File: src/hw/csf_pkg.sv
// Package of constants and carrier types for the CPU status and control flag block
package csf_pkg;

  localparam int unsigned CSF_WORD_W = 24;      // Accumulator, extension, command, buffer width
  localparam int unsigned CSF_ADDR_W = 14;      // Program counter and index width
  localparam int unsigned CSF_NUM_SEL = 12;     // Display selector count
  localparam int unsigned CSF_NUM_IDX = 8;      // Index register count
  localparam int unsigned CSF_NUM_CSW = 6;      // Console sense switches
  localparam int unsigned CSF_NUM_PSW = 8;      // Program sense flip-flops
  localparam int unsigned CSF_NUM_PER = 9;      // Peripheral status lamps
  localparam int unsigned CSF_OP_W = 6;         // Op code field width
  localparam int unsigned CSF_OP_LSB = 18;      // Op code field position in a command word
  localparam logic [CSF_OP_W-1:0] CSF_OP_ILL_LO = 6'h21;  // Octal 41
  localparam logic [CSF_OP_W-1:0] CSF_OP_ILL_HI = 6'h3f;  // Octal 77
  localparam logic [CSF_ADDR_W-1:0] CSF_PC_RESET = 14'h0040;  // Octal 00100
  localparam int unsigned CSF_SIGN_BIT = 23;    // Accumulator sign position
  // Selector indices: A, E, C, B, then index 0..7
  localparam int unsigned CSF_SEL_ACC = 0;
  localparam int unsigned CSF_SEL_EXT = 1;
  localparam int unsigned CSF_SEL_CMD = 2;
  localparam int unsigned CSF_SEL_BUF = 3;
  localparam int unsigned CSF_SEL_IDX0 = 4;
  localparam logic [CSF_NUM_SEL-1:0] CSF_SEL_RESET = 12'h001;  // Accumulator shown after reset
  // Peripheral lamp positions
  localparam int unsigned CSF_PER_MEM_A_PAR = 0;
  localparam int unsigned CSF_PER_MEM_B_PAR = 1;
  localparam int unsigned CSF_PER_MEM_A_BSY = 2;
  localparam int unsigned CSF_PER_MEM_B_BSY = 3;
  localparam int unsigned CSF_PER_DISC_PAR = 4;
  localparam int unsigned CSF_PER_DISC_BSY = 5;
  localparam int unsigned CSF_PER_TAPE_PAR = 6;
  localparam int unsigned CSF_PER_TAPE_BSY = 7;
  localparam int unsigned CSF_PER_AWAIT = 8;

  // Compare result from the arithmetic unit
  typedef struct packed {
    logic greater;
    logic same;
    logic less;
    logic bit_match;
  } csf_cmp_t;

  // Condition lamps
  typedef struct packed {
    logic greater_flag;
    logic same_value_flag;
    logic less_flag;
    logic bit_match_flag;
    logic arith_excess_flag;
    logic sign_flag;
  } csf_cond_t;

  // Control lamps
  typedef struct packed {
    logic illegal_opcode_flag;
    logic interrupt_enable_flag;
    logic fetch_phase_flag;
    logic operand_phase_flag;
  } csf_ctl_t;

  // One-cycle instruction strobes from the sequencer
  typedef struct packed {
    logic compare_memory_op;
    logic compare_index_op;
    logic third_compare_op;
    logic branch_uncond_op;
    logic indirect;
    logic sense_set_op;
    logic sense_clear_op;
    logic [3:0] sense_num;    // 0..7 program flops, 8 arithmetic excess
    logic input_wait_set_op;
    logic input_wait_clear_op;
    logic interrupt_enable_op;
    logic interrupt_disable_op;
    logic interrupt_taken;
    logic arith_overflow;     // Overflow seen by add/sub/double add/sub/complement
  } csf_ins_t;

  localparam logic [3:0] CSF_SENSE_EXCESS = 4'h8;  // Sense number of the excess flag

endpackage : csf_pkg

File: src/hw/csf_flags.sv
// CPU status, condition and control flag logic behind the front panel
`timescale 1ns/1ps
// What this block does
// - Twelve one-hot display selectors route a register
// - Accumulator is 24 bits wide
// - Extension register is 24 bits wide
// - Command register holds next instruction when idle
// - Buffer register holds each execute-phase memory word unless an operand first phase coincides
// - Eight 14-bit index registers, selected one displayed
// - Six console switches, up reads one, testable
// - Eight program sense flops set, clear, tested
// - Nine peripheral status lamps presented
// - Disc busy spans each disc operation
// - Input pending set/cleared, never branch-testable
// - Compares update greater, same, less; bit-match except on index compare
// - Indirect unconditional branch updates five flags
// - Overflow sets on excess or sense-set only
// - Sign lamp follows accumulator sign
// - Illegal opcode 41..77 octal sets error flag
// - Interrupt enable set/clear/interrupt/reset behaviour
// - Fetch flag during fetch, counter addresses memory
// - First phase loads command, increments counter
// - Operand flag during fetch, buffer loads first phase
// - Operand flag clears after one or two operands
// - Reset clears control flops, counter to 00100
// - Program counter is 14 bits wide
module csf_flags
  import csf_pkg::*;
(
  input wire logic ref_clk,                         // Memory-cycle clock
  input wire logic nrst,                            // Panel reset, active low
  input wire logic [CSF_NUM_SEL-1:0] sel_press,     // Display selector buttons
  input wire logic [CSF_NUM_CSW-1:0] console_sw,    // Console sense switches (pins)
  input wire logic [CSF_WORD_W-1:0] acc_in,         // Accumulator load data
  input wire logic acc_load,                        // Accumulator load strobe
  input wire logic [CSF_WORD_W-1:0] ext_in,         // Extension load data
  input wire logic ext_load,                        // Extension load strobe
  input wire logic [CSF_WORD_W-1:0] mem_rdata,      // Core memory read word
  input wire logic [CSF_WORD_W-1:0] buf_in,         // Execute-phase write word
  input wire logic buf_load,                        // Execute-phase buffer strobe
  input wire logic [CSF_WORD_W-1:0] switch_reg,     // Panel switch register
  input wire logic cmd_from_sw,                     // Load command from switches
  input wire logic pc_from_sw,                      // Load counter from switches
  input wire logic [CSF_ADDR_W-1:0] branch_addr,    // Branch target
  input wire logic branch_take,                     // Take branch strobe
  input wire logic [2:0] idx_wr_sel,                // Index register to write
  input wire logic [CSF_ADDR_W-1:0] idx_in,         // Index write data
  input wire logic idx_load,                        // Index write strobe
  input wire logic fetch_start,                     // Begin instruction fetch cycle
  input wire logic first_timing_phase,              // First timing phase of a cycle
  input wire logic operand_start,                   // Begin operand fetch cycle
  input wire logic two_operands,                    // Instruction needs two operands
  input wire csf_ins_t ins,                         // Instruction strobes
  input wire csf_cmp_t cmp,                         // Compare result
  input wire logic [3:0] mem_status,                // Memory parity/busy (pins)
  input wire logic disc_start,                      // Disc operation begins
  input wire logic disc_done,                       // Disc operation completes
  input wire logic disc_par_err,                    // Disc parity (pin)
  input wire logic [1:0] tape_status,               // Tape error, busy (pins)
  input wire logic [3:0] sense_test_num,            // Sense branch selector
  output logic sense_test_bit,                      // Sense branch test result
  output logic [CSF_WORD_W-1:0] display_lamps,      // Register display
  output logic [CSF_NUM_SEL-1:0] sel_lamps,         // Selected button lamps
  output logic [CSF_ADDR_W-1:0] pc_lamps,           // Program counter
  output logic [CSF_ADDR_W-1:0] mem_addr,           // Core memory address
  output logic [CSF_NUM_PSW-1:0] psw_lamps,         // Program sense lamps
  output logic [CSF_NUM_PER-1:0] periph_lamps,      // Peripheral status lamps
  output csf_cond_t cond_lamps,                     // Condition lamps
  output csf_ctl_t ctl_lamps                        // Control lamps
);

  // Whole state of the block; one flop bank, one next-state copy
  typedef struct packed {
    // Display selection, the registers it can show, and the program counter
    logic [CSF_NUM_SEL-1:0] sel;  // One-hot selected button
    logic [CSF_WORD_W-1:0] acc;  // Accumulator
    logic [CSF_WORD_W-1:0] ext;  // Extension
    logic [CSF_WORD_W-1:0] cmd;  // Command
    logic [CSF_WORD_W-1:0] bufr;  // Buffer
    logic [CSF_NUM_IDX-1:0][CSF_ADDR_W-1:0] idx;  // Index bank
    logic [CSF_ADDR_W-1:0] pc;  // Program counter
    // Flags and phase bookkeeping
    logic [CSF_NUM_PSW-1:0] psw;  // Program sense flops
    logic disc_busy;  // Disc operation in progress
    logic awaiting_read_flag;  // Input pending lamp
    logic [1:0] opnd_cnt;     // Operand cycles still to go
    csf_cond_t cond;  // Condition flags
    csf_ctl_t ctl;  // Control flags
    // Two-flop synchronisers for panel and peripheral pins
    logic [CSF_NUM_CSW-1:0] csw_meta;
    logic [CSF_NUM_CSW-1:0] csw_sync;
    logic [7:0] per_meta;
    logic [7:0] per_sync;
    logic [CSF_NUM_SEL-1:0] btn_meta;  // Buttons are pins too
    logic [CSF_NUM_SEL-1:0] btn_sync;
    // Display word, registered so the lamps never glitch
    logic [CSF_WORD_W-1:0] disp;
  } csf_state_t;

  csf_state_t st_reg;   // Registered state
  csf_state_t st_next;  // Next state

  // Op code in the illegal range
  // Shared by the memory and the switch load paths
  function automatic logic csf_illegal(input logic [CSF_WORD_W-1:0] word);
    logic [CSF_OP_W-1:0] op;
    op = word[CSF_OP_LSB +: CSF_OP_W];
    return (op >= CSF_OP_ILL_LO) && (op <= CSF_OP_ILL_HI);
  endfunction : csf_illegal

  // Pick the register for the display; index values zero-extended
  // Selection is one-hot, so the order of the tests below is moot
  function automatic logic [CSF_WORD_W-1:0] csf_pick(input csf_state_t s);
    logic [CSF_WORD_W-1:0] v;
    v = '0;
    for (int i = 0; i < CSF_NUM_IDX; i++)
    begin
      if (s.sel[CSF_SEL_IDX0 + i])
        v = {{(CSF_WORD_W-CSF_ADDR_W){1'b0}}, s.idx[i]};
    end
    if (s.sel[CSF_SEL_ACC]) v = s.acc;
    if (s.sel[CSF_SEL_EXT]) v = s.ext;
    if (s.sel[CSF_SEL_CMD]) v = s.cmd;
    if (s.sel[CSF_SEL_BUF]) v = s.bufr;
    return v;
  endfunction : csf_pick

  // Helpers written only by the next-state process
  logic [CSF_WORD_W-1:0] cmd_src;   // Word that loads the command register
  logic cmd_ld;                     // Command load this cycle
  logic [CSF_NUM_SEL-1:0] low_press;  // Lowest pressed selector

  // Next-state computation
  always_comb
  begin
    // Default: every register holds
    st_next = st_reg;
    // Button pins pass two flops before the selector sees them
    st_next.btn_meta = sel_press;
    st_next.btn_sync = st_reg.btn_meta;
    // Isolate the lowest set bit so the selection stays one-hot
    low_press = st_reg.btn_sync & (~st_reg.btn_sync + 12'h001);
    // New press cancels the previous one; lowest button wins ties
    if (|st_reg.btn_sync)
      st_next.sel = low_press;
    // Switch and status pins pass two flops before use
    st_next.csw_meta = console_sw;
    st_next.csw_sync = st_reg.csw_meta;
    // Bit 4 is a spare, so the tape pair sits at the top
    st_next.per_meta = {tape_status, disc_par_err, 1'b0, mem_status};
    st_next.per_sync = st_reg.per_meta;
    // Register loads from the arithmetic unit and sequencer
    if (acc_load) st_next.acc = acc_in;
    if (ext_load) st_next.ext = ext_in;
    if (idx_load) st_next.idx[idx_wr_sel] = idx_in;
    // Command loads in the fetch first phase or from switches; otherwise held while idle
    cmd_ld = (st_reg.ctl.fetch_phase_flag && first_timing_phase) || cmd_from_sw;
    cmd_src = cmd_from_sw ? switch_reg : mem_rdata;
    if (cmd_ld)
      st_next.cmd = cmd_src;
    if (cmd_ld && csf_illegal(cmd_src))
      st_next.ctl.illegal_opcode_flag = 1'b1;
    // Buffer: operand word in first phase, else execute-phase transfers
    if (st_reg.ctl.operand_phase_flag && first_timing_phase)
      st_next.bufr = mem_rdata;
    else if (buf_load)
      st_next.bufr = buf_in;
    // Program counter: branch beats increment
    // Operator switch load beats both, as the panel expects
    if (pc_from_sw)
      st_next.pc = switch_reg[CSF_ADDR_W-1:0];
    else if (branch_take)
      st_next.pc = branch_addr;
    else if (st_reg.ctl.fetch_phase_flag && first_timing_phase)
      st_next.pc = st_reg.pc + 14'h0001;
    // Fetch phase: start sets, end of first phase clears
    if (fetch_start)
      st_next.ctl.fetch_phase_flag = 1'b1;
    else if (st_reg.ctl.fetch_phase_flag && first_timing_phase)
      st_next.ctl.fetch_phase_flag = 1'b0;
    // Operand phase: ends after one or two first phases
    // Counter holds the number of operand cycles still owed
    if (operand_start)
    begin
      st_next.ctl.operand_phase_flag = 1'b1;
      st_next.opnd_cnt = two_operands ? 2'd2 : 2'd1;
    end
    else if (st_reg.ctl.operand_phase_flag && first_timing_phase)
    begin
      st_next.opnd_cnt = st_reg.opnd_cnt - 2'd1;
      if (st_reg.opnd_cnt <= 2'd1)
        st_next.ctl.operand_phase_flag = 1'b0;
    end
    // Interrupt enable: clears take priority over the set
    // A taken interrupt must never leave interrupts enabled
    if (ins.interrupt_disable_op || ins.interrupt_taken)
      st_next.ctl.interrupt_enable_flag = 1'b0;
    else if (ins.interrupt_enable_op)
      st_next.ctl.interrupt_enable_flag = 1'b1;
    // Program sense flops and the excess flag share sense numbers
    // Clear is applied first, so a set in the same cycle wins
    for (int i = 0; i < CSF_NUM_PSW; i++)
    begin
      if (ins.sense_clear_op && ins.sense_num == 4'(i))
        st_next.psw[i] = 1'b0;
      if (ins.sense_set_op && ins.sense_num == 4'(i))
        st_next.psw[i] = 1'b1;
    end
    if (ins.sense_clear_op && ins.sense_num == CSF_SENSE_EXCESS)
      st_next.cond.arith_excess_flag = 1'b0;
    // Set wins over clear on the same cycle
    if (ins.arith_overflow || (ins.sense_set_op && ins.sense_num == CSF_SENSE_EXCESS))
      st_next.cond.arith_excess_flag = 1'b1;
    // Compares
    if (ins.compare_memory_op || ins.third_compare_op ||
        (ins.branch_uncond_op && ins.indirect))
    begin
      st_next.cond.greater_flag = cmp.greater;
      st_next.cond.same_value_flag = cmp.same;
      st_next.cond.less_flag = cmp.less;
      st_next.cond.bit_match_flag = cmp.bit_match;
    end
    else if (ins.compare_index_op)
    begin
      // Bit match left as it was: not meaningful here
      st_next.cond.greater_flag = cmp.greater;
      st_next.cond.same_value_flag = cmp.same;
      st_next.cond.less_flag = cmp.less;
    end
    // Indirect branch also loads overflow from the arithmetic overflow strobe
    // The one path besides sense-clear that can drop the flag
    if (ins.branch_uncond_op && ins.indirect)
      st_next.cond.arith_excess_flag = ins.arith_overflow;
    // Sign tracks the value the accumulator holds after this edge
    st_next.cond.sign_flag = st_next.acc[CSF_SIGN_BIT];
    // Disc busy; a start in the completion cycle keeps it set
    if (disc_done)
      st_next.disc_busy = 1'b0;
    if (disc_start)
      st_next.disc_busy = 1'b1;
    // Input pending: lamp only
    if (ins.input_wait_clear_op)
      st_next.awaiting_read_flag = 1'b0;
    if (ins.input_wait_set_op)
      st_next.awaiting_read_flag = 1'b1;
    // Display lags the selection by one cycle; flop-driven lamps
    st_next.disp = csf_pick(st_reg);
  end

  // State register; panel reset clears flags and presets the counter
  // Synchronous reset, constants only, so the panel restarts clean
  always_ff @(posedge ref_clk)
  begin
    if (!nrst)
    begin
      st_reg <= '0;
      st_reg.sel <= CSF_SEL_RESET;
      st_reg.pc <= CSF_PC_RESET;
    end
    else
      st_reg <= st_next;
  end

  // Sense branch test: console switches 0..5, program flops 6..13
  // Input pending has no number here, so no branch can test it
  always_comb
  begin
    sense_test_bit = 1'b0;
    if (sense_test_num < 4'(CSF_NUM_CSW))
      sense_test_bit = st_reg.csw_sync[sense_test_num[2:0]];
    else if (sense_test_num < 4'(CSF_NUM_CSW + CSF_NUM_PSW))
      sense_test_bit = st_reg.psw[3'(sense_test_num - 4'(CSF_NUM_CSW))];
    // Numbers 14 and 15 read as zero
  end

  // Lamps all from flops
  // Memory address is the counter itself, so a fetch always uses it
  assign display_lamps = st_reg.disp;
  assign sel_lamps = st_reg.sel;
  assign pc_lamps = st_reg.pc;
  assign mem_addr = st_reg.pc;
  assign psw_lamps = st_reg.psw;
  // Peripheral lamps in fixed order
  always_comb
  begin
    periph_lamps = '0;
    periph_lamps[CSF_PER_MEM_A_PAR] = st_reg.per_sync[0];
    periph_lamps[CSF_PER_MEM_B_PAR] = st_reg.per_sync[1];
    periph_lamps[CSF_PER_MEM_A_BSY] = st_reg.per_sync[2];
    periph_lamps[CSF_PER_MEM_B_BSY] = st_reg.per_sync[3];
    periph_lamps[CSF_PER_DISC_PAR] = st_reg.per_sync[5];
    periph_lamps[CSF_PER_DISC_BSY] = st_reg.disc_busy;
    // Tape pins arrive as busy over error
    periph_lamps[CSF_PER_TAPE_PAR] = st_reg.per_sync[6];
    periph_lamps[CSF_PER_TAPE_BSY] = st_reg.per_sync[7];
    periph_lamps[CSF_PER_AWAIT] = st_reg.awaiting_read_flag;
  end
  // Flag groups go out exactly as stored
  assign cond_lamps = st_reg.cond;
  assign ctl_lamps = st_reg.ctl;

endmodule : csf_flags

File: config.mk
export PLATFORM = sky130hd
export DESIGN_NAME = csf_flags
export DESIGN_NICKNAME = d
export VERILOG_FILES = /design/src/hw/csf_pkg.sv /design/src/hw/csf_flags.sv
export SDC_FILE = /design/constraint.sdc
export NUM_CORES = 1
export LEC_CHECK = 0
export ABC_AREA = 1
export BUFFER_PORTS_ARGS = -buffer_cell sky130_fd_sc_hd__clkbuf_2
export CAP_MARGIN = 20
export CORE_UTILIZATION = 25
export CTS_BUF_LIST = sky130_fd_sc_hd__clkbuf_8
export CTS_CLUSTER_SIZE = 16
export DETAILED_ROUTE_END_ITERATION = 6
export PLACE_DENSITY_LB_ADDON = 0.15
export SETUP_SLACK_MARGIN = 0.1
export SKIP_CTS_REPAIR_TIMING = 1
export SLEW_MARGIN = 40
export SYNTH_ARGS = -nofsm -noshare
export SYNTH_HDL_FRONTEND = slang
export SYNTH_SLANG_ARGS = --single-unit
File: constraint.sdc
create_clock -name ref_clk -period 2.5 [get_ports ref_clk]
set_clock_uncertainty 0.05 [all_clocks]
set_input_delay 0.5 -clock ref_clk [delete_from_list [all_inputs] [get_ports ref_clk]]
set_output_delay 0.5 -clock ref_clk [all_outputs]
set_load 0.03 [all_outputs]
==> impl_metrics.ini <==
[layout]
drive_above_1_share_pct = 20.1
layout_commonest_cell = nand2_1
layout_common_cells = 347 x nand2_1, 327 x dfxtp_1, 320 x nor2_1
syn2layout_area_growth_pct = 22.0
final_nets = 2500
largest_reg_flops = 228

[sta]
maxSlewViolCount = 0
hold_viol_final = 0
rsz0062_at_grt = no
tns_ns = 0
period_share_pct = 90.1
slew-limit-headroom_pct = 57.8
setup_violations = 0
min_period_ns = 2.25
worstMarginPinSlew_ns = 0.633
timing.fmax_mhz = 444

[drt]
drtAntennaViolNets = 0
routed_wl_microns = 51300
via_count = 13900
drc = 0
avgViaCountPerCell = 4.48
wl_per_cell_microns = 16.6
drt_iter0_drc = 815
dr.pass1.iters = 5

[yosys]
avgSynthCellArea_sq_um = 7.12
seq_area_frac_synth_pct = 45.1
ys.flop_type = dfxtp_1
async_reset_ff_share_pct = 0
syn_area_sq_um = 14600
syn_inst = 2050
synth_edf_count = 0
ys_seq_elements = 329
syn-num-nets = 2268
yosysUniqueCellTypes = 39
ys_warn_count = 0

[clocking]
clk_pin_slew_ns = 0.05
clk_latency_ns = 0.67
root_buffer = clkbuf_8
clockBufferDepth = 3
cts.sinks = 329
cts_tree = yes
htree_levels = 2
numCtsBuffers = 61

[worst_hold_path]
hold_depth = 3
hold_path_startpoint = buf_in[18]
holdPathEnd = st_reg[242]$_SDFFE_PN0P_
min_path_type = in2reg

[worst_setup_path]
crit_chain = o21ai_0, o221ai_1, nand3b_1, nand2_1, buf_2
ff2ff_path_depth = 12
cp_top_family = flip-flops
r2r-start = sel_lamps[4]$_SDFFE_PN0P_
critPathMaxStageDelay_ns = 0.39
arrival_ns = 1.70
crit_type = reg2out
rrSetupSlack_ns = 0.48
cp_slowest_cell = dfxtp_1
crit_path_start_kind = register
crit_buf_inv = 1
cp.required_ns = 1.95
end_kind = primary output
crit_fanout = 3
timing.rr.end = display_lamps[0]$_SDFF_PN0_

[placed_design]
port_buffers = 307
place_congestion = 0.869
hpwlAfterDp_microns = 36900

[power]
p_per_area_nw_per_um2 = 694
p_leak_nw = 8.27
p_total_w = 0.0124
ir_drop_uv = 421

[floorplan]
io_pins = 308
die_w_microns = 244
rows = 88
initial_utilization_pct = 25.3
dieArea_sq_um = 59300
coreArea_sq_um = 57700
die_height_microns = 244

[global_routing]
first_global_vias = 13300
antenna_found_initial = 7
grt_max_degree = 116
grt_pass1_wl_microns = 78000
grt_overflow = 0
grtUsageTotal_pct = 16.8

[outcome]
outcome = completed

[job]
maxCapViolCount = 0
## layout make-up
cell class	instances	area, sq um
Sequential cell	329	6590
Antenna cell	3	7.51
Tap cell	765	957
Clock inverter	29	121
Inverter	150	564
Multi-Input combinational cell	1348	6200
Timing Repair Buffer	392	2330
Fill cell	6390	39900
Clock buffer	74	1020
## through the flow
step	util (%)	setup WS [ns]	instances	hold WS (ns)	area [sq um]
floorplan	-	0.741	2050	0.340	14600
global placement	28.1	0.392	2940	0.344	16200
detailed placement	28.1	0.399	2940	0.345	16200
CTS	30.1	0.113	3043	-0.121	17300
global route	30.8	0.110	3090	0.00183	17800
finish	30.8	0.248	3090	0.0174	17800
## cell families after synthesis
family / Yosys count / synth area share (%)
adders and majority gates: 2 / 0.172
and+or+nand+nor: 810 / 22.6
buffers and inverters: 373 / 12.3
xor gates and xnor gates: 10 / 0.600
AOI/OAI and AO/OA: 526 / 19.2
DFF: 329 / 45.1
## power by group
part	total [W]	internal [W]	switching [W]	leakage, nW
Combinational	0.00165	0.000568	0.00108	4.89
Clock	0.00499	0.00263	0.00236	0.671
Sequential	0.00571	0.00554	0.000174	2.71
Total	0.0124	0.00874	0.00362	8.27
## synth_stat cells (4+ instances only)
master	count	area share [%]
buf_2	22	0.75
dfxtp_1	329	45
o21ai_0	264	9.1
nor2_1	320	8.2
buf_4	94	4.8
nand4_1	9	0.39
xor2_1	6	0.36
nand3_1	101	3.5
buf_1	12	0.31
nand2_1	347	8.9
or2_0	10	0.43
clkbuf_1	93	2.4
a21oi_2	16	0.96
a21oi_1	188	6.4
xnor2_1	4	0.24
nor3_1	5	0.17
inv_1	144	3.7
a31oi_1	35	1.5
o211ai_1	11	0.57
## metal layers
layer | vias to the layer above | GRT usage [%] | share of wire, %
li1 | 7028 | - | -
met1 | 6401 | 21.1 | 45
met2 | 324 | 28.0 | 47
met3 | 92 | 4.80 | 5.6
met4 | 8 | 4.65 | 2.1
met5 | - | 0 | 0.099
## worst max-delay path by stage
stage	start	slack, ns	depth (start not counted)	end
final	psw_lamps[2]$_SDFFE_PN0P_	0.25	5	sense_test_bit
after global routing	psw_lamps[0]$_SDFFE_PN0P_	0.11	7	sense_test_bit
after CTS	psw_lamps[0]$_SDFFE_PN0P_	0.11	7	sense_test_bit
after detailed placement	sel_lamps[4]$_SDFFE_PN0P_	0.40	12	display_lamps[0]$_SDFF_PN0_
after global placement	sel_lamps[4]$_SDFFE_PN0P_	0.39	12	display_lamps[0]$_SDFF_PN0_
after floorplan	sense_test_num[0]	0.74	7	sense_test_bit
## worst min-delay path, cell delays in order
cell      delay (ns)
clkbuf_2        0.08
nand2_1         0.04
a21oi_1         0.05
Power figures use the tool's default switching activity.
